`src/design/pmd_params.svh`:
```
// timing and layout constants for the page-mode dram host controller
`ifndef PMD_PARAMS_SVH
`define PMD_PARAMS_SVH

// ****************************************************************
// clock and conversion
// ****************************************************************
`define PMD_CLK_NS 8
// least times round up, longest times round down
`define PMD_CYC_MIN(ns) (((ns) + `PMD_CLK_NS - 1) / `PMD_CLK_NS)
`define PMD_CYC_MAX(ns) ((ns) / `PMD_CLK_NS)

// ****************************************************************
// strobe timing, fastest grade, in ns
// ****************************************************************
`define PMD_T_RP_NS 30
`define PMD_T_RAS_NS 50
`define PMD_T_RAH_NS 8
`define PMD_T_RCD_NS 18
`define PMD_T_AA_NS 25
`define PMD_T_CWL_NS 13
`define PMD_T_CP_NS 8
`define PMD_T_OED_NS 13
`define PMD_T_RWD_NS 73
`define PMD_T_CWD_NS 36
`define PMD_T_CSR_NS 5
`define PMD_T_CHR_NS 10
`define PMD_T_RPS_NS 90
`define PMD_T_RASP_NS 100000
`define PMD_T_RASS_NS 100000
`define PMD_T_SRSETTLE_NS 10000
// one row every 64 ms / 4096 rows
`define PMD_T_REFROW_NS 15625

// ****************************************************************
// widths
// ****************************************************************
`define PMD_ADDR_W 12
`define PMD_DATA_W 16
`define PMD_RCNT_W 17

`endif

```
`src/design/pmd_pkg.sv`:
```
// types shared by the page-mode dram host controller
package pmd_pkg;

  // ****************************************************************
  // pin bundle toward the memory, strobes active low
  // ****************************************************************
  typedef struct packed {
    logic ras_b;           // row strobe
    logic lo_cas_b;        // low_byte_column_strobe
    logic hi_cas_b;        // high_byte_column_strobe
    logic we_b;            // write select
    logic oe_b;            // output gate
    logic dq_oe;           // controller drives data lines
    logic [11:0] addr;     // multiplexed address
  } pmd_pins_t;

  // ****************************************************************
  // user request
  // ****************************************************************
  typedef struct packed {
    logic write;           // write (early-write)
    logic rmw;             // read then write same word
    logic [1:0] lanes;     // byte lanes for write, [1] high byte
    logic [11:0] row;
    logic [11:0] col;
    logic [15:0] wdata;
  } pmd_req_t;

  typedef enum logic [3:0] {
    S_IDLE, S_PRE, S_ROW, S_COL, S_CAS, S_TURN, S_RMW_WR, S_CHI,
    S_CBR_CAS, S_CBR_RAS, S_REF_HOLD, S_ROR, S_SR, S_SR_EXIT
  } pmd_state_t;

endpackage

```
`src/design/pmd_refresh_tick.sv`:
```
// refresh pacing: one tick and a rolling row address per row interval
`include "pmd_params.svh"
module pmd_refresh_tick #(
  parameter int PERIOD_CYC = `PMD_CYC_MAX(`PMD_T_REFROW_NS),
  parameter int ROW_W = `PMD_ADDR_W
) (
  input wire logic clk,
  input wire logic rst_b,
  output logic tick,
  output logic [ROW_W-1:0] row
);

  // ****************************************************************
  // interval counter, rounded down so rows are never late
  // ****************************************************************
  logic [15:0] cnt_q;         // cycles left in interval
  logic [15:0] cnt_d;
  logic tick_q;
  logic tick_d;
  logic [ROW_W-1:0] row_q;    // next row for row-only refresh
  logic [ROW_W-1:0] row_d;

  // next values
  always_comb
  begin
    tick_d = 1'b0;
    row_d = row_q;
    cnt_d = cnt_q - 16'h0001;
    if (cnt_q == 16'h0000)
    begin
      cnt_d = 16'(PERIOD_CYC - 1);
      tick_d = 1'b1;
      row_d = row_q + 1'b1;
    end
  end

  // registers only
  always_ff @(posedge clk or negedge rst_b)
  begin
    if (!rst_b)
    begin
      cnt_q <= 16'h0000;
      tick_q <= 1'b0;
      row_q <= '0;
    end
    else
    begin
      cnt_q <= cnt_d;
      tick_q <= tick_d;
      row_q <= row_d;
    end
  end

  assign tick = tick_q;
  assign row = row_q;

endmodule

```
`src/design/pmd_ctrl.sv`:
```
// page-mode dram host controller: cycles, page mode, refresh, self-refresh
// How it works
// - self-refresh holds row strobe 100 us
// - precharge 90 ns after self-refresh exit
// - column strobe 5 ns before row strobe
// - column strobe held 10 ns after row
// - lane strobes may come in either order
// - write select set up before strobe rises
// - early-write select timing met per lane
// - reads, writes, read-writes mix in page
// - row-only refresh keeps column strobes high
// - either lane starts strobe-first refresh
// - read-write select after 73 and 36 ns
// - wait 13 ns after gate before driving
// - row-to-column maxima only stretch access
// - row strobe page limit 100000 ns
`include "pmd_params.svh"
module pmd_ctrl #(
  parameter int PAGE_MAX_CYC = `PMD_CYC_MAX(`PMD_T_RASP_NS),
  parameter int SR_ENTRY_CYC = `PMD_CYC_MIN(`PMD_T_RASS_NS),
  parameter int SR_SETTLE_CYC = `PMD_CYC_MIN(`PMD_T_SRSETTLE_NS),
  parameter int REF_ROW_CYC = `PMD_CYC_MAX(`PMD_T_REFROW_NS)
) (
  input wire logic clk,
  input wire logic rst_b,
  input wire logic req_valid,
  input wire pmd_pkg::pmd_req_t req_in,
  output logic req_ready,
  output logic rsp_valid,
  output logic [15:0] rsp_data,
  input wire logic refresh_by_row,
  input wire logic sr_req,
  output logic sr_active,
  output logic sr_unsettled,
  output pmd_pkg::pmd_pins_t pins,
  output logic [15:0] dq_o,
  input wire logic [15:0] dq_i
);

  // ****************************************************************
  // cycle counts
  // ****************************************************************
  localparam logic [7:0] RP = 8'(`PMD_CYC_MIN(`PMD_T_RP_NS));
  localparam logic [7:0] RAH = 8'(`PMD_CYC_MIN(`PMD_T_RAH_NS));
  localparam logic [7:0] RCD = 8'(`PMD_CYC_MIN(`PMD_T_RCD_NS));
  localparam logic [7:0] CAC = 8'(`PMD_CYC_MIN(`PMD_T_AA_NS));
  localparam logic [7:0] CWL = 8'(`PMD_CYC_MIN(`PMD_T_CWL_NS));
  localparam logic [7:0] CP = 8'(`PMD_CYC_MIN(`PMD_T_CP_NS));
  localparam logic [7:0] OED = 8'(`PMD_CYC_MIN(`PMD_T_OED_NS));
  localparam logic [7:0] CSR = 8'(`PMD_CYC_MIN(`PMD_T_CSR_NS));
  localparam logic [7:0] CHR = 8'(`PMD_CYC_MIN(`PMD_T_CHR_NS));
  localparam logic [7:0] RPS = 8'(`PMD_CYC_MIN(`PMD_T_RPS_NS));
  localparam logic [16:0] RASMIN = 17'(`PMD_CYC_MIN(`PMD_T_RAS_NS));
  localparam logic [16:0] RWD = 17'(`PMD_CYC_MIN(`PMD_T_RWD_NS));
  // margin keeps a last column cycle inside the page limit
  localparam logic [16:0] PAGE_LIM = 17'(PAGE_MAX_CYC - 16);
  localparam logic [16:0] SR_HOLD = 17'(SR_ENTRY_CYC);
  localparam logic [16:0] SR_SETTLE = 17'(SR_SETTLE_CYC);

  // ****************************************************************
  // state
  // ****************************************************************
  pmd_pkg::pmd_state_t state_q, state_d;
  logic [7:0] cnt_q, cnt_d;              // cycles left in state
  logic [16:0] ras_cnt_q, ras_cnt_d;     // cycles row strobe has been low
  pmd_pkg::pmd_req_t req_q, req_d;       // request being served
  logic pend_q, pend_d;                  // request waiting or in flight
  logic [11:0] open_row_q, open_row_d;   // row of the open page
  logic ref_pend_q, ref_pend_d;          // a row refresh is owed
  logic ready_q, ready_d;
  logic rsp_q, rsp_d;
  logic [15:0] rdata_q, rdata_d;
  logic sra_q, sra_d;
  logic sru_q, sru_d;
  pmd_pkg::pmd_pins_t pins_q, pins_d;
  logic [15:0] dqo_q, dqo_d;
  logic ref_tick;
  logic [11:0] ref_row;
  logic take;

  // refresh pacing, one row per interval
  pmd_refresh_tick #(
    .PERIOD_CYC(REF_ROW_CYC),
    .ROW_W(12)
  ) u_tick (
    .clk(clk),
    .rst_b(rst_b),
    .tick(ref_tick),
    .row(ref_row)
  );

  // ****************************************************************
  // pin levels for each state
  // ****************************************************************
  function automatic pmd_pkg::pmd_pins_t pin_map(pmd_pkg::pmd_state_t s, pmd_pkg::pmd_req_t r,
                                                 logic [11:0] rrow);
    pmd_pkg::pmd_pins_t p;
    logic early;
    p = '{ras_b: 1'b1, lo_cas_b: 1'b1, hi_cas_b: 1'b1, we_b: 1'b1, oe_b: 1'b1, dq_oe: 1'b0,
          addr: 12'h000};
    early = r.write && !r.rmw;
    case (s)
      pmd_pkg::S_ROW:
      begin
        p.ras_b = 1'b0;
        p.addr = r.row;
      end
      pmd_pkg::S_COL:
      begin
        // early write: select and data lead the strobe
        p.ras_b = 1'b0;
        p.addr = r.col;
        p.we_b = !early;
        p.dq_oe = early;
      end
      pmd_pkg::S_CAS:
      begin
        // both lanes fall together, one column latch; an early write drops only its chosen lanes
        p.ras_b = 1'b0;
        p.addr = r.col;
        p.lo_cas_b = early ? !r.lanes[0] : 1'b0;
        p.hi_cas_b = early ? !r.lanes[1] : 1'b0;
        p.we_b = !early;
        p.dq_oe = early;
        p.oe_b = early;
      end
      pmd_pkg::S_TURN:
      begin
        // gate released, data lines left alone
        p.ras_b = 1'b0;
        p.addr = r.col;
        p.lo_cas_b = 1'b0;
        p.hi_cas_b = 1'b0;
      end
      pmd_pkg::S_RMW_WR:
      begin
        p.ras_b = 1'b0;
        p.addr = r.col;
        p.lo_cas_b = 1'b0;
        p.hi_cas_b = 1'b0;
        p.we_b = 1'b0;
        p.dq_oe = 1'b1;
      end
      pmd_pkg::S_CHI, pmd_pkg::S_REF_HOLD:
        p.ras_b = 1'b0;
      pmd_pkg::S_CBR_CAS:
      begin
        // both lanes lead the row strobe
        p.lo_cas_b = 1'b0;
        p.hi_cas_b = 1'b0;
      end
      pmd_pkg::S_CBR_RAS, pmd_pkg::S_SR:
      begin
        p.ras_b = 1'b0;
        p.lo_cas_b = 1'b0;
        p.hi_cas_b = 1'b0;
      end
      pmd_pkg::S_ROR:
      begin
        // row-only refresh, column strobes stay high
        p.ras_b = 1'b0;
        p.addr = rrow;
      end
      default:
        p.ras_b = 1'b1;
    endcase
    return p;
  endfunction

  // ****************************************************************
  // sequencer next values
  // ****************************************************************
  always_comb
  begin
    state_d = state_q;
    cnt_d = (cnt_q == 8'h00) ? 8'h00 : cnt_q - 8'h01;
    req_d = req_q;
    pend_d = pend_q;
    open_row_d = open_row_q;
    ref_pend_d = ref_pend_q | ref_tick;   // new tick beats the clear
    rsp_d = 1'b0;
    rdata_d = rdata_q;
    take = req_valid && ready_q;
    if (take)
    begin
      req_d = req_in;
      pend_d = 1'b1;
    end
    case (state_q)
      pmd_pkg::S_IDLE:
      begin
        // self-refresh and owed refresh go ahead of user work
        if (sr_req || ref_pend_q)
        begin
          ref_pend_d = ref_tick;
          state_d = (refresh_by_row && !sr_req) ? pmd_pkg::S_ROR : pmd_pkg::S_CBR_CAS;
          cnt_d = CSR - 8'h01;
        end
        else if (pend_q)
        begin
          state_d = pmd_pkg::S_ROW;
          open_row_d = req_q.row;
          cnt_d = RAH - 8'h01;
        end
      end
      pmd_pkg::S_ROW:
        if (cnt_q == 8'h00)
        begin
          state_d = pmd_pkg::S_COL;
          // least delay only; a later strobe just stretches access
          cnt_d = RCD - RAH - 8'h01;
        end
      pmd_pkg::S_COL:
        if (cnt_q == 8'h00)
        begin
          state_d = pmd_pkg::S_CAS;
          cnt_d = (req_q.write && !req_q.rmw) ? CWL - 8'h01 : CAC - 8'h01;
        end
      pmd_pkg::S_CAS:
        if (cnt_q == 8'h00)
        begin
          if (!req_q.write || req_q.rmw)
          begin
            // strobe held past the slowest access path
            rdata_d = dq_i;
            rsp_d = 1'b1;
          end
          if (req_q.rmw)
          begin
            state_d = pmd_pkg::S_TURN;
            cnt_d = OED - 8'h01;
          end
          else
          begin
            state_d = pmd_pkg::S_CHI;
            pend_d = 1'b0;
            cnt_d = CP - 8'h01;
          end
        end
      pmd_pkg::S_TURN:
        // late write select only after row-strobe delay
        if (cnt_q == 8'h00 && ras_cnt_q >= RWD)
        begin
          state_d = pmd_pkg::S_RMW_WR;
          cnt_d = CWL - 8'h01;
        end
      pmd_pkg::S_RMW_WR:
        if (cnt_q == 8'h00)
        begin
          state_d = pmd_pkg::S_CHI;
          pend_d = 1'b0;
          cnt_d = CP - 8'h01;
        end
      pmd_pkg::S_CHI:
        if (cnt_q == 8'h00 && !take)
        begin
          // stay in page only for same row and inside the limit
          if (pend_q && req_q.row == open_row_q && ras_cnt_q < PAGE_LIM && !ref_pend_q)
          begin
            state_d = pmd_pkg::S_COL;
            cnt_d = 8'h00;
          end
          else if (ras_cnt_q >= RASMIN)
          begin
            state_d = pmd_pkg::S_PRE;
            cnt_d = RP - 8'h01;
          end
        end
      pmd_pkg::S_PRE, pmd_pkg::S_SR_EXIT:
        if (cnt_q == 8'h00)
          state_d = pmd_pkg::S_IDLE;
      pmd_pkg::S_CBR_CAS:
        if (cnt_q == 8'h00)
        begin
          state_d = pmd_pkg::S_CBR_RAS;
          cnt_d = CHR - 8'h01;
        end
      pmd_pkg::S_CBR_RAS:
        // column strobe held after row strobe falls
        if (cnt_q == 8'h00)
          state_d = sr_req ? pmd_pkg::S_SR : pmd_pkg::S_REF_HOLD;
      pmd_pkg::S_REF_HOLD, pmd_pkg::S_ROR:
        if (ras_cnt_q >= RASMIN)
        begin
          state_d = pmd_pkg::S_PRE;
          cnt_d = RP - 8'h01;
        end
      pmd_pkg::S_SR:
        // leave only after the full entry hold
        if (!sr_req && ras_cnt_q >= SR_HOLD)
        begin
          state_d = pmd_pkg::S_SR_EXIT;
          ref_pend_d = ref_tick;
          cnt_d = RPS - 8'h01;
        end
      default:
        state_d = pmd_pkg::S_IDLE;
    endcase
    pins_d = pin_map(state_d, req_d, ref_row);
    dqo_d = req_d.wdata;
    ras_cnt_d = pins_d.ras_b ? 17'h00000 : ((ras_cnt_q == 17'h1FFFF) ? ras_cnt_q : ras_cnt_q + 17'h00001);
    ready_d = (state_d == pmd_pkg::S_IDLE || state_d == pmd_pkg::S_CHI) && !pend_d && !sr_req && !ref_pend_d;
    // active once the entry hold is done; unsettled from the settle point until then
    sra_d = state_d == pmd_pkg::S_SR && ras_cnt_d >= SR_HOLD;
    sru_d = state_d == pmd_pkg::S_SR && ras_cnt_d >= SR_SETTLE && ras_cnt_d < SR_HOLD;
  end

  // ****************************************************************
  // registers only; pins idle high with data lines released
  // ****************************************************************
  always_ff @(posedge clk or negedge rst_b)
  begin
    if (!rst_b)
    begin
      state_q <= pmd_pkg::S_IDLE;
      cnt_q <= 8'h00;
      ras_cnt_q <= 17'h00000;
      req_q <= '0;
      pend_q <= 1'b0;
      open_row_q <= 12'h000;
      ref_pend_q <= 1'b0;
      ready_q <= 1'b0;
      rsp_q <= 1'b0;
      rdata_q <= 16'h0000;
      sra_q <= 1'b0;
      sru_q <= 1'b0;
      pins_q <= '{ras_b: 1'b1, lo_cas_b: 1'b1, hi_cas_b: 1'b1, we_b: 1'b1, oe_b: 1'b1, dq_oe: 1'b0,
                  addr: 12'h000};
      dqo_q <= 16'h0000;
    end
    else
    begin
      state_q <= state_d;
      cnt_q <= cnt_d;
      ras_cnt_q <= ras_cnt_d;
      req_q <= req_d;
      pend_q <= pend_d;
      open_row_q <= open_row_d;
      ref_pend_q <= ref_pend_d;
      ready_q <= ready_d;
      rsp_q <= rsp_d;
      rdata_q <= rdata_d;
      sra_q <= sra_d;
      sru_q <= sru_d;
      pins_q <= pins_d;
      dqo_q <= dqo_d;
    end
  end

  assign req_ready = ready_q;
  assign rsp_valid = rsp_q;
  assign rsp_data = rdata_q;
  assign sr_active = sra_q;
  assign sr_unsettled = sru_q;
  assign pins = pins_q;
  assign dq_o = dqo_q;

  // ****************************************************************
  // checks on the driven pins
  // ****************************************************************
  logic [7:0] hi_cnt_q;   // cycles row strobe has been high, saturating
  logic after_sr_q;       // first row strobe since self-refresh exit
  always_ff @(posedge clk or negedge rst_b)
  begin
    if (!rst_b)
    begin
      hi_cnt_q <= 8'hFF;
      after_sr_q <= 1'b0;
    end
    else
    begin
      hi_cnt_q <= !pins_q.ras_b ? 8'h00 : ((hi_cnt_q == 8'hFF) ? hi_cnt_q : hi_cnt_q + 8'h01);
      after_sr_q <= (state_q == pmd_pkg::S_SR_EXIT) ? 1'b1 : (!pins_q.ras_b ? 1'b0 : after_sr_q);
    end
  end

  a_sr_entry_hold: assert property (@(posedge clk) disable iff (!rst_b)
    $rose(pins_q.ras_b) && $past(state_q) == pmd_pkg::S_SR |-> $past(ras_cnt_q) >= SR_HOLD)
    else $error("self-refresh left before the entry hold");
  a_sr_flag_window: assert property (@(posedge clk) disable iff (!rst_b)
    sr_unsettled |-> !sr_active && !pins_q.ras_b && ras_cnt_q >= SR_SETTLE)
    else $error("unsettled flag outside the entry window");
  a_sr_exit_pre: assert property (@(posedge clk) disable iff (!rst_b)
    $fell(pins_q.ras_b) && after_sr_q |-> $past(hi_cnt_q) >= RPS - 8'h01)
    else $error("row strobe fell too soon after self-refresh");
  a_cbr_cas_lead: assert property (@(posedge clk) disable iff (!rst_b)
    $fell(pins_q.ras_b) && !pins_q.lo_cas_b && state_q != pmd_pkg::S_ROW |->
      $past(!pins_q.lo_cas_b) && $past(!pins_q.hi_cas_b))
    else $error("column strobe did not lead the row strobe");
  a_cbr_cas_hold: assert property (@(posedge clk) disable iff (!rst_b)
    $fell(pins_q.ras_b) && !pins_q.lo_cas_b |-> (!pins_q.lo_cas_b && !pins_q.hi_cas_b) [*2])
    else $error("column strobe released too soon after row strobe");
  a_ror_cas_high: assert property (@(posedge clk) disable iff (!rst_b)
    state_q == pmd_pkg::S_ROR |-> pins_q.lo_cas_b && pins_q.hi_cas_b && !pins_q.ras_b)
    else $error("column strobe active in row-only refresh");
  a_early_we_hold: assert property (@(posedge clk) disable iff (!rst_b)
    $fell(pins_q.lo_cas_b) && !pins_q.we_b && !pins_q.ras_b |-> $past(!pins_q.we_b) ##1 !pins_q.we_b)
    else $error("early write select not held around the strobe");
  a_rmw_we_late: assert property (@(posedge clk) disable iff (!rst_b)
    $fell(pins_q.we_b) && !pins_q.lo_cas_b |-> ras_cnt_q >= RWD && $past(!pins_q.lo_cas_b, 5))
    else $error("read-write select too early");
  a_gate_to_data: assert property (@(posedge clk) disable iff (!rst_b)
    $rose(pins_q.dq_oe) |-> $past(pins_q.oe_b, 1) && $past(pins_q.oe_b, 2))
    else $error("data driven too soon after output gate");
  a_read_sample: assert property (@(posedge clk) disable iff (!rst_b)
    rsp_valid |-> $past(!pins_q.oe_b, 1) && $past(!pins_q.lo_cas_b, 4))
    else $error("read sampled before access time");
  a_page_limit: assert property (@(posedge clk) disable iff (!rst_b)
    !pins_q.ras_b && state_q != pmd_pkg::S_SR |-> ras_cnt_q < 17'(PAGE_MAX_CYC))
    else $error("row strobe active past the page limit");
  a_lanes_together: assert property (@(posedge clk) disable iff (!rst_b)
    !pins_q.we_b || pins_q.lo_cas_b == pins_q.hi_cas_b)
    else $error("lanes split outside a byte write");

  c_read_done: cover property (@(posedge clk) disable iff (!rst_b) rsp_valid && !req_q.rmw);
  c_rmw_write: cover property (@(posedge clk) disable iff (!rst_b) state_q == pmd_pkg::S_RMW_WR);
  c_page_hit: cover property (@(posedge clk) disable iff (!rst_b)
    state_q == pmd_pkg::S_CHI ##1 state_q == pmd_pkg::S_COL);
  c_self_refresh: cover property (@(posedge clk) disable iff (!rst_b) $rose(sr_active));

endmodule

```
`config.mk`:
```
export PLATFORM = sky130hd
export DESIGN_NAME = pmd_ctrl
export DESIGN_NICKNAME = d
export VERILOG_FILES = /design/src/design/pmd_pkg.sv /design/src/design/pmd_refresh_tick.sv /design/src/design/pmd_ctrl.sv
export VERILOG_INCLUDE_DIRS = /design/src /design/src/design
export SDC_FILE = /design/constraint.sdc
export NUM_CORES = 1
export LEC_CHECK = 0
export ABC_AREA = 1
export BUFFER_PORTS_ARGS = -buffer_cell sky130_fd_sc_hd__buf_2
export CORE_UTILIZATION = 58
export DETAILED_ROUTE_END_ITERATION = 12
export GPL_TIMING_DRIVEN = 1
export PLACE_DENSITY = 0.81
export RECOVER_POWER = 25
export SLEW_MARGIN = 20
export SYNTH_ARGS = -nofsm -noshare
export SYNTH_HDL_FRONTEND = slang
export SYNTH_SLANG_ARGS = --single-unit
```
`constraint.sdc`:
```
create_clock -name clk -period 3.4 [get_ports clk]
set_input_delay 0.34 -clock clk [delete_from_list [all_inputs] [get_ports clk]]
set_output_delay 0.34 -clock clk [all_outputs]
set_load 0.05 [all_outputs]
```
# --- After elaboration in Yosys (flattened, before gate mapping) ---
# Cells that the tools add are included.
word_totals:
  regBits: 154
  output_inout_bits: 54
  elab_cells: 166
op_classes:
  addsub: 4
  order_cmp: 7
  eq_ne: 26
  n_mux: 57
  bitwise: 2
  reduce_logical: 43
op_table:
  columns: ["operator", "n"]
  rows:
  - ["2-to-1 mux 8 bit", 12]
  - ["case mux 8 bit (9 select lines)", 1]
  - ["2-to-1 mux 4 bit", 14]
  - ["case mux 4 bit (12 select lines)", 1]
  - ["equality test 4 bit, second input constant", 11]
  - ["2-to-1 mux 44 bit", 1]
  - ["case mux 12 bit (3 select lines)", 1]
  - [">= comparator 17 x 14 -> 1 bit, second input constant", 2]
  - ["less-than comparator 17 x 14 -> 1 bit, second input constant", 2]
  - ["2-to-1 mux 17 bit", 2]
  - ["equality test 4 x 3 -> 1 bit, second input constant", 8]
  - ["adder 17 x 1 -> 17 bit, second input constant", 1]
  - ["equality test 17 bit, second input constant", 1]
  - [">= comparator 17 x 11 -> 1 bit, second input constant", 1]
  - [">= comparator 17 x 3 -> 1 bit, second input constant", 1]
  - [">= comparator 17 x 4 -> 1 bit, second input constant", 1]
  - ["equality test 4 x 2 -> 1 bit, second input constant", 4]
  - ["logical AND 1 bit", 16]
  - ["logical NOT 16 bit", 1]
  - ["2-to-1 mux 16 bit", 1]
  - ["subtractor 16 x 1 -> 16 bit, second input constant", 1]
  - ["2-to-1 mux 1 bit", 15]
  - ["adder 12 x 1 -> 12 bit, second input constant", 1]
  - ["equality test 12 bit", 1]
  - ["other kinds (17)", 39]

# --- Longest topological paths before layout ---
# Gate-level depths: netlist (run 1).
logic_depth:
  depth_word: 13
  mapped_depth: 22
  mapped_depth_nobuf: 22

# --- Cells and area by module ---
# Synthesis (run 1) repeated with hierarchy kept, for this count alone.
unflattened:
  hier_cells: 1114
  hier_area_um2: 8391.8
modules_own_cells:
  columns: ["module", "n_inst", "cells_each", "area_per_inst_um2"]
  rows:
  - ["pmd_ctrl", 1, 877, 6690.2]
  - ["pmd_refresh_tick", 1, 237, 1701.6]

# --- Worst setup path before layout (run 1) ---
# OpenSTA, ideal clock, no wires.
synth_path:
  kind: "register to register"
  startpoint: "register cnt_q[0]"
  endpoint: "register sru_q, in the netlist sr_unsettled"
  setup_time_ns: 0.119
  arrival_ns: 2.287
  setup_slack_ns: 0.994
  stages_incl_launch_ff: 22
  synth_period_minus_slack_ns: 2.406
  path_cell_list: "dfrtp_1 inv_1 ha_1 nand2_1 inv_1 nand2_2 nand2_1 o21ai_0 nand2_1 inv_1 nor2_1 inv_1 a21oi_1 nand3_2 nand2_4 inv_4 nand2_2 nand3_1 inv_1 nand3_1 a21oi_1 nor2_1"
synth_between:
  elab_chain_len: 10
synth_lines:
  columns: ["item", "line_no", "source"]
  rows:
  - ["from (decl)", "pmd_ctrl.sv:64", "logic [7:0] cnt_q, cnt_d;"]
  - ["from (signal assigned)", "pmd_ctrl.sv:334", "cnt_q <= cnt_d;"]
  - ["logical NOT 8 bit (*)", null, null]
  - ["logical AND 1 bit, on equally long branches", "pmd_ctrl.sv:255, pmd_ctrl.sv:242", null]
  - ["2-to-1 mux 4 bit, on equally long branches", "pmd_ctrl.sv:255, pmd_ctrl.sv:242", null]
  - ["case mux 4 bit (12 select lines) (*)", "pmd_ctrl.sv:189", "case (state_q)"]
  - ["equality test 4 x 3 -> 1 bit (tied with other cells)", "pmd_ctrl.sv:102", "case (s)"]
  - ["OR reduction 10 bit (no line)", null, null]
  - ["2-to-1 mux 17 bit", "pmd_ctrl.sv:301", "ras_cnt_d = pins_d.ras_b ? 17'h00000 : ((ras_cnt_q == 17'h1FFFF) ? ras_cnt_q : ras_cnt_q + 17'h00001);"]
  - [">= comparator 17 x 11 -> 1 bit", "pmd_ctrl.sv:305", "sru_d = state_d == pmd_pkg::S_SR && ras_cnt_d >= SR_SETTLE && ras_cnt_d < SR_HOLD;"]
  - ["logical AND 1 bit", "pmd_ctrl.sv:305", null]
  - ["logical AND 1 bit (*)", "pmd_ctrl.sv:305", null]
  - ["net sru_d", "pmd_ctrl.sv:74", "logic sru_q, sru_d;"]
  - ["to (signal assigned)", "pmd_ctrl.sv:344", "sru_q <= sru_d;"]
  - ["to (decl)", "pmd_ctrl.sv:74", null]
# Mark *: on every way through the listed nets, which the timed path passes. The rest lies on a longest branch.
# A chain may end at the register's enable or synchronous reset.

# --- Final worst setup path (run 1) ---
# Ends and elaborated chain as after synthesis.

==> metrics.txt, run 1 <==
Power Density=889 nW/um^2; VDD IR max=0.556 mV; Antenna diodes=0; most common cell after layout, fill and taps aside=nand2_1; period utilization=88.0%; RePlAce Congestion=0.942; total of max-cap violations=1; I/O pin total=119; clock root cell=clkbuf_16; hold depth=3; # rows=42; Internal Power=4550 uW; post-placement cell count=1318; cells after synthesis=1049; Fin. Hold Viols=0; Synth Warn #=0; setup bufs post-CTS=0; worst skew pair latency=0.43 ns; First-pass DRT Iterations=5; CP startpoint kind=register; Wirelength per Cell=14.7 um; Fmax achieved=334 MHz; sequential power share=32.6%; register area share after synthesis=48.2%; asr flop ratio synth=100%; Req. time, crit path=3.72 ns; area share of xor/xnor cells in the synthesized design=3.61%; nets=1233; GRT Residual Overflow=0; Via density=5.21; PnR worst setup slack=0.407 ns; final WL=19.8 mm; vias=7038; vias in the first global route=7057; crit path max fanout=14; clk sinks=154; overall routing resource usage=29.9%; Clk pwr share=24.2%; Fin Setup TNS=0 ns; Slew Limit Fails=72; crit path kind=reg -> reg; Bufs on Longest Clock Path=2; Post-DP HPWL=14.3 mm; Overall Power=8280 uW; final std cells w/o fill=1351; outcome=finished, violations left; post-CTS resize count=0; post-synth net total=1120; Finish-stage setup viols=0; leakage power=0.00495 uW; initial drt markers=572; Die Ht=119 um; RSZ-0062 raised after global routing=false; main combinational cell family by area after synthesis=simple AND/OR/NAND/NOR gates; Synth Register Bits=154; cts hold-fix bufs=1; simple-gate portion of the synthesized area=32.5%; post-place setup slack=0.462 ns; Layout Area Growth over Synthesis=16.4%; failing checks=max-capacitance violations, max-slew violations; most frequent cells in the layout=nand2_1 (358), dfrtp_1 (149), buf_2 (118); Worst Max-Slew Pin Slew=1.82 ns; largest net degree at the start of global routing=72; first-pass GRT wire length=33.3 mm; critical path endpoint category=register; Final Skew=0.0133 ns; CP Data Arrival Time=3.31 ns; TritonCTS Buffers=17; # DRC=0; top_reg_cell synth=dfrtp_1; post-synth cell types=48; crit path time final=2.99 ns; syn avg cell area=7.63 um^2; adder-cell share of the synthesized area=0.938%; Initial Utilization=60.0%; fill count=1088; Die X=119 um; initial antenna violation count=0; switch share=45.0%; relative slew slack=-21.3%; Reg clk slew, reported paths=0.07 ns; Post-synth EDFFs=0; area of the multi-input gates=3450 um^2; port buffer count=118; layout cell share with drive strength beyond 1=18.2%; H-tree Lvls=4; P_sw=3730 uW; register area=3860 um^2; Logic pwr share=43.2%; Die Area=14300 um^2; Synth Cell Area=8000 um^2; final core utilization=69.8%; total core area=13300 um^2; r2r worst-path depth=21; CTS tree=done; Compound-Gate Fraction of Synth Area=6.08%; antenna viol nets, final=0; hold crit path type=in -> reg; post-synthesis mux area share=0%
## final timing paths
path,from,end,slack (ns)
worst min register to register,u_tick.cnt_q[0],u_tick.cnt_q[0],0.44
worst max register to register,cnt_q[0],sr_unsettled,0.41
worst min-delay path,req_in[11],dq_o[11],0.10
min in group asynchronous,rst_b,ras_cnt_q[0],0.93
max in group asynchronous,rst_b,u_tick.row[9],0.58
worst max-delay path,cnt_q[0],sr_unsettled,0.41
## routing by layer
layer | up-vias | global-route usage, % | wire, um | part of all wire [%]
li1 | 3495 | - | - | -
met1 | 3331 | 38.3 | 8610 | 43
met2 | 170 | 49.4 | 9750 | 49
met3 | 42 | 6.18 | 911 | 4.6
met4 | 0 | 12.7 | 521 | 2.6
met5 | - | 0 | 0 | 0
## kinds of logic (layout without fill, tap and decap cells)
family | count (synthesis) | in the layout
flip-flops | 154 | 154
XOR/XNOR | 33 | 33
AND/OR/NAND/NOR | 609 | 609
buffers and inverters | 162 | 288
AO/OA/AOI/OAI | 85 | 85
adder cells (fa/ha/maj) | 6 | 6
## sequential cells by signal, indices dropped and copies added (netlist names)
register	cells
u_tick.cnt_q	16
rsp_data	16
u_tick.row	12
rsp_valid	1
sr_unsettled	1
u_tick.tick	1
pend_q	1
open_row_q	12
pins	18
ras_cnt_q	17
state_q	4
cnt_q	8
req_ready	1
sr_active	1
req_q	28
dq_o	16
ref_pend_q	1
## synth_stat cells (all sizes together), types with 5 or more instances
master	n	area [um^2]
a21oi	18	109
buf	19	155
clkbuf	17	63.8
dfrtp	149	3730
dfstp	5	131
ha	6	75.1
inv	126	475
nand2	366	1400
nand3	61	320
nand4	17	106
nor2	121	504
nor3	29	166
o21ai	53	269
xnor2	9	78.8
xor2	24	210
## power by group through the flow
stage / Sequential (uW) / Clock [uW] / Combinational (uW)
final: 2700 / 2000 / 3580
after global routing: 2760 / 2100 / 3960
after CTS: 2700 / 2020 / 3580
after detailed placement: 2710 / 0 / 3550
after global placement: 2700 / 0 / 3470
after floorplan: 3220 / 0 / 2280
## stage by stage
stage / hold WS, ns / cell area (um^2)
after floorplan: 0.0444 / 8000
after global placement: 0.399 / 8700
after detailed placement: 0.400 / 8700
after CTS: 0.0953 / 9340
after global routing: 0.106 / 9320
final: 0.102 / 9320
## critical path, cell delays in order, from the launching register on
cell     delay, ns
dfrtp_1       0.38
inv_1         0.14
ha_1          0.17
nand2_1       0.07
inv_1         0.07
nand2_2       0.14
nand2_1       0.09
o21ai_0       0.07
nand2_1       0.06
inv_1         0.03
nor2_1        0.16
inv_1         0.06
a21oi_1       0.30
nand3_2       0.23
nand2_4       0.28
inv_4         0.10
nand2_2       0.10
nand3_1       0.10
inv_1         0.07
nand3_1       0.06
a21oi_1       0.12
nor2_1        0.06
## final cells by class
class                           count  share of cell area (%)
Multi-Input combinational cell    733                    37.1
Sequential cell                   154                    41.4
Timing Repair Buffer              130                    7.27
Clock inverter                     15                    2.19
Inverter                          126                    5.10
Tap cell                          176                    2.36
Clock buffer                       17                    4.57
(Power assumes the default switching activity.)
==> run 2: changes to the inputs <==
Clock period 3.4 ns to 3 ns, I/O delays scaled along.
==> run 2 against run 1 <==
Compared with the run above: the run still ends with max-capacitance violations, max-slew violations left; final area increased by 0.93%; total power up 14%; global-route usage down 1.7 points; non-clock buffer count grew 9; critical path depth shrank 3; clock skew is 0.0045 ns lower; combinational power grew 19%; critical path type unchanged; critical endpoint unchanged.
==> metrics.txt, run 2 (synthesis gave the netlist of run 1 again) <==
initial drt markers=416 (-27%); First-pass DRT Iterations=5 (unchanged); Die Ht=119 um (unchanged); Power Density=1000 nW/um^2 (+13%); Post-DP HPWL=14.2 mm (-1.0%); max reg flops=28 (unchanged); Via density=5.19 (-0.41%); leakage power=0.00499 uW (+0.81%); CP Data Arrival Time=3.08 ns (-0.23 ns); clock root cell=clkbuf_16; vias=7056 (+0.26%); CP startpoint kind=register; VDD IR max=0.738 mV (+33%); Finish-stage setup viols=0 (unchanged); Slowest Stage Delay on Critical Path=0.39 ns (about the same); relative slew slack=-34.8% (-14 points); crit path max fanout=10 (-4); Die X=119 um (unchanged); Critical Path Slowest Stage Cell=dfrtp_1; clk sinks=154 (unchanged); Wirelength per Cell=14.3 um (-2.6%); H-tree Lvls=4 (unchanged); antenna viol nets, final=0 (unchanged); port buffer count=118 (unchanged); failing checks=max-capacitance violations, max-slew violations; Reg clk slew, reported paths=0.07 ns (about the same); Antenna diodes=0 (unchanged); # rows=42 (unchanged); post-route design area=9400 um^2 (+0.93%); overall routing resource usage=28.3% (-1.7 points); final core utilization=70.4% (+0.65 points); CP cell instances=inv_2 -> ha_1 -> nand2_1 -> nor2_4 -> nand2_1 -> o21ai_0 -> nor2_1 -> nand3_1 -> inv_1 -> nand3_4 -> nand3_4 -> buf_4 -> o211ai_1 -> nand3_1 -> inv_1 -> nand3_1 -> a21oi_1 -> nor2_1; vias in the first global route=6610 (-6.3%); Worst Max-Slew Pin Slew=2.02 ns (+0.203 ns); initial antenna violation count=0 (unchanged); total core area=13300 um^2 (unchanged); Placed Area=8720 um^2 (+0.26%); Fin. Hold Viols=0 (unchanged); # DRC=0 (unchanged); Layout Area Growth over Synthesis=17.5%; worst skew pair latency=0.43 ns (about the same); Final Skew=0.00882 ns (-0.00445 ns); Initial Utilization=60.0% (unchanged); nets=1242 (+0.73%); TritonCTS Buffers=17 (unchanged); Die Area=14300 um^2 (unchanged); Bufs on Longest Clock Path=2 (unchanged); most frequent cells in the layout=nand2_1 (358), dfrtp_1 (149), buf_2 (117); post-placement cell count=1321 (+0.23%); RePlAce Congestion=0.978 (+3.8%); final WL=19.4 mm (-2.0%); critical path endpoint category=register; largest register by flop count=req_q; total of max-cap violations=1 (unchanged); crit path time final=2.76 ns (-0.234 ns); I/O pin total=119 (unchanged); Slew Limit Fails=78 (+8.3%); outcome=finished, violations left; Fmax achieved=362 MHz (+8.5%); layout cell share with drive strength beyond 1=19.3% (+1.1 points); most common cell after layout, fill and taps aside=nand2_1; Top cell by count, worst path=nand3_1; period utilization=92.0% (+3.9 points); CTS tree=done; crit path kind=reg -> reg; final std cells w/o fill=1360 (+0.67%); hold crit path type=in -> reg; largest net degree at the start of global routing=79 (+9.7%); worst hold slack=0.0600 ns (-0.0417 ns); GRT Residual Overflow=0 (unchanged); fill count=1082 (-0.55%); Req. time, crit path=3.32 ns (-0.40 ns); first-pass GRT wire length=31.3 mm (-6.0%)
[run 2: cell types whose count changed in the layout (fill, tap and decap cells not counted), sizes merged]
cell / previous run / this run
buf: 127 / 136
bufinv: 3 / 1
clkinvlp: 2 / 0
inv: 131 / 135
[run 2: through the flow]
step,TNS [ns],total power [uW],worst slack (ns)
floorplan,0,6230,0.594
global placement,0,7020,0.187
detailed placement,0,7100,0.0696
CTS,0,9240,0.0571
global route,-0.00668,10000,-0.00668
finish,0,9430,0.240
[run 2: final cells by class]
cell class,count,area [um^2],share of cell area [%]
multi-input cells,733,3510,37.3
inverters,126,475,5.06
well taps,176,220,2.34
clock buffers,17,425,4.52
clock inverters,15,153,1.62
repair buffers,139,761,8.09
flip-flops and latches,154,3860,41.1
[run 2: critical path, delay by kind of cell (launching register included)]
kind	cells	cell delay [ns]
AOI/OAI and AO/OA	3	0.46
adders and majority gates	1	0.15
buffers and inverters	4	0.45
DFF	1	0.39
and+or+nand+nor	10	1.21
[run 2: report_power, final]
part           internal, uW  switching [uW]
clock                  1180             927
combinational          1230            3030
sequential             2730             343
total                  5130            4300
[run 2: final timing paths]
check                                startpoint         endpoint  slack, ns  depth (start not counted)
worst min-delay path                 req_in[11]         dq_o[11]       0.06                          3
min in group asynchronous                 rst_b     ras_cnt_q[0]       0.94                          2
worst max register to register         cnt_q[0]     sr_unsettled       0.24                         18
worst min register to register  u_tick.cnt_q[0]  u_tick.cnt_q[0]       0.43                          1
max in group asynchronous                 rst_b         pins[14]       0.75                          3
worst max-delay path                   cnt_q[0]     sr_unsettled       0.24                         18
[run 2: per-layer routing]
| metal | vias to the layer above | part of all wire [%] | track usage, % |
|---|---|---|---|
| met4 | 0 | 2.3 | 11.6 |
| met5 | - | 0 | 0 |
| met1 | 3278 | 43 | 36.7 |
| li1 | 3529 | - | - |
| met2 | 214 | 49 | 46.5 |
| met3 | 35 | 5.3 | 5.36 |
[run 2: timing repair]
action | in CTS | in global routing
setup endpoints to repair | 0 | 2
buffers inserted | 0 | 6
endpoints found under the hold margin | 72 | 0
resized for setup | 0 | 12
hold buffers | 1 | 0
==> run 3: changes to the inputs <==
Settings changed: ABC_AREA 1 to not set, CORE_UTILIZATION 58 to 57, PLACE_DENSITY 0.81 to 0.8.
==> run 3 against run 2 <==
Compared with the run above: the flow still finishes with violations (max-capacitance violations, max-slew violations); maximum frequency shrank 3.0%; non-clock buffer count increased by 10; sequential cell count stayed put; setup slack got worse by 0.086 ns; utilization shrank 0.43 points; clock-buffer cell count increased by 2; sequential share of layout area increased by 0.088 points; hold slack improved by 0.0011 ns; critical path type unchanged; critical endpoint is now pins[16]; largest cell class unchanged; largest power group unchanged.
==> metrics.txt, run 3 <==
crit path time final=2.85 ns (+0.0865 ns); count leader, synth=dfrtp_1; Overall Power=9270 uW (-1.7%); failing checks=max-capacitance violations, max-slew violations; register area share after synthesis=48.6% (+0.38 points); crit path kind=reg -> reg; largest register by flop count=req_q; Fin Setup TNS=0 ns (unchanged); # DRC=0 (unchanged); post-synth net total=843 (-25%); Initial Utilization=59.3% (-0.70 points); Synth Register Bits=154 (unchanged); Fmax achieved=351 MHz (-3.0%); vias in the first global route=6343 (-4.0%); CP cell instances=inv_1 -> ha_1 -> nor3b_2 -> nand2_1 -> a21oi_1 -> a21boi_0 -> o211a_4 -> inv_2 -> buf_4 -> or4_1 -> nand4_1; Post-DP HPWL=13.8 mm (-2.7%); flop2flop setup slack=0.15 ns (-0.09 ns); CP Data Arrival Time=3.21 ns (+0.13 ns); post-synth top area share=47.0% (+0.37 points); Final Skew=0.00901 ns (+0.000193 ns); syn avg cell area=10.3 um^2 (+35%); # rows=42 (unchanged); commonest cells in the netlist=dfrtp_1 (149), nand2_1 (102), mux2_2 (56), nor2_1 (37), xnor2_1 (34); most frequent cells in the layout=dfrtp_1 (149), buf_2 (115), nand2_1 (101); Fin. Hold Viols=0 (unchanged); Slew Limit Fails=70 (-10%); max reg flops=28 (unchanged); overall routing resource usage=28.5% (+0.19 points); clock root cell=clkbuf_16; Antenna diodes=0 (unchanged); antenna viol nets, final=0 (unchanged); Die Ht=120 um (+0.47%); total of max-cap violations=1 (unchanged); Synth Cell Area=7940 um^2 (-0.78%); VDD IR max=0.780 mV (+5.7%); nets=955 (-23%); fill count=985 (-9.0%); outcome=finished, violations left; initial drt markers=595 (+43%); layout cell share with drive strength beyond 1=30.3% (+11 points); most common cell after layout, fill and taps aside=dfrtp_1; Reg clk slew, reported paths=0.06 ns (about the same); leakage power=0.00419 uW (-16%); crit path max fanout=10 (unchanged); vias=6507 (-7.8%); RSZ-0062 raised after global routing=false; hold crit path type=in -> reg; Power Density=988 nW/um^2 (-1.5%); total core area=13400 um^2 (+0.39%); setup bufs post-CTS=0 (unchanged); GRT Residual Overflow=0 (unchanged); Slowest Stage Delay on Critical Path=0.50 ns (+0.11 ns); Post-synth EDFFs=0 (unchanged); period utilization=94.9% (+2.9 points); TritonCTS Buffers=17 (unchanged); Die Area=14400 um^2 (+0.95%); Worst R2R Start=cnt_q[0]; CP startpoint kind=register; main area contributors after synthesis=dfrtp_1 (47%), mux2_2 (7.9%), nand2_1 (4.8%); initial antenna violation count=0 (unchanged); hold path startpoint=dq_i[1]; most area-hungry cell type in the Yosys netlist=dfrtp_1; Finish-stage setup viols=0 (unchanged); Worst Max-Slew Pin Slew=1.72 ns (-0.301 ns); final WL=19.3 mm (-0.41%); largest net degree at the start of global routing=71 (-10%); Wirelength per Cell=18.0 um (+26%); H-tree Lvls=4 (unchanged); asr flop ratio synth=100% (unchanged); first-pass GRT wire length=31.8 mm (+1.7%); cells after synthesis=772 (-26%); I/O pin total=119 (unchanged); critical path endpoint category=register; RePlAce Congestion=0.934 (-4.5%); post-synth cell types=69 (+44%); worst skew pair latency=0.43 ns (about the same); Req. time, crit path=3.36 ns (+0.04 ns); top_reg_cell synth=dfrtp_1; Via density=6.06 (+17%); Layout Area Growth over Synthesis=18.2%; CTS tree=done; First-pass DRT Iterations=6 (+1); Critical Path Slowest Stage Cell=or4_1; Critical Path Source=cnt_q[0]; relative slew slack=-14.8% (+20 points); Synth Warn #=0 (unchanged); Bufs on Longest Clock Path=2 (unchanged); clk sinks=154 (unchanged); Die X=120 um (+0.47%); port buffer count=118 (unchanged)
-- run 3: cell types whose count changed after synthesis, moves of 9 or more --
cell / before / now
a211o_1: 0 / 12
a22oi_1: 0 / 12
and3_1: 1 / 10
buf_2: 0 / 10
inv_1: 117 / 19
mux2_2: 0 / 56
nand2_1: 358 / 102
nand3_1: 58 / 22
nor2_1: 105 / 37
nor2_2: 14 / 0
o21ai_0: 51 / 20
or4_1: 1 / 16
xnor2_1: 9 / 34
xor2_1: 24 / 15
-- run 3: repair_timing --
action,in CTS,in global routing
gates resized for setup,0,7
hold endpoints to repair,67,0
setup endpoints to repair,0,34
hold buffers,1,0
-- run 3: kinds of logic (layout without fill, tap and decap cells) --
group,count (synthesis),after routing,share of synthesized area (%)
mux,61,61,8.57
compound gates,126,126,12.1
flops,154,154,48.6
xor+xnor,49,49,5.40
simple gates,297,297,19.4
buf+inv,79,204,4.98
fa+ha+maj,6,6,0.945
-- run 3: area by class of cell --
type / instances / area (um^2) / share of cell area [%]
Inverter: 23 / 86.3 / 0.920
Sequential cell: 154 / 3860 / 41.1
Multi-Input combinational cell: 539 / 3720 / 39.7
Tap cell: 176 / 220 / 2.35
Clock inverter: 13 / 213 / 2.27
Timing Repair Buffer: 149 / 848 / 9.04
Clock buffer: 19 / 433 / 4.61
-- run 3: worst max-delay path: cells and delay by family, from the launching register on --
kind	cells	cell delay, ns
AND/OR/NAND/NOR	4	1.07
AO/OA/AOI/OAI	3	0.80
flip-flops	1	0.39
buffers and inverters	3	0.37
adder cells (fa/ha/maj)	1	0.16
-- run 3: final timing paths --
check	end	cells past startpoint
max	pins[16]	11
min	rsp_data[1]	3
max reg2reg	pins[16]	11
min reg2reg	rsp_data[8]	2
max in group asynchronous	u_tick.cnt_q[6]	3
min in group asynchronous	dq_o[13]	2
-- run 3: routing by layer --
layer	vias up	share of wire, %	global-route usage (%)
met5	-	0	0
met4	0	1.9	10.5
met3	39	7.1	6.42
met2	307	47	44.0
met1	3166	44	39.3
li1	2995	-	-
-- run 3: power by group --
| part | switching, uW | internal (uW) | total, uW |
|---|---|---|---|
| Clock | 880 | 1490 | 2370 |
| Combinational | 2520 | 1310 | 3830 |
| Sequential | 420 | 2660 | 3080 |
| Total | 3820 | 5450 | 9270 |
-- run 3: through the flow --
step	instances	setup WS (ns)	util (%)	hold WS (ns)	area [um^2]
detailed placement	1040	0.0403	64.9	0.351	8700
global placement	1040	0.137	64.9	0.331	8700
CTS	1073	0.0176	69.8	0.0505	9360
global route	1073	0.00314	70.0	0.0535	9380
floorplan	772	0.405	-	0.00441	7940
finish	1073	0.154	70.0	0.0612	9380
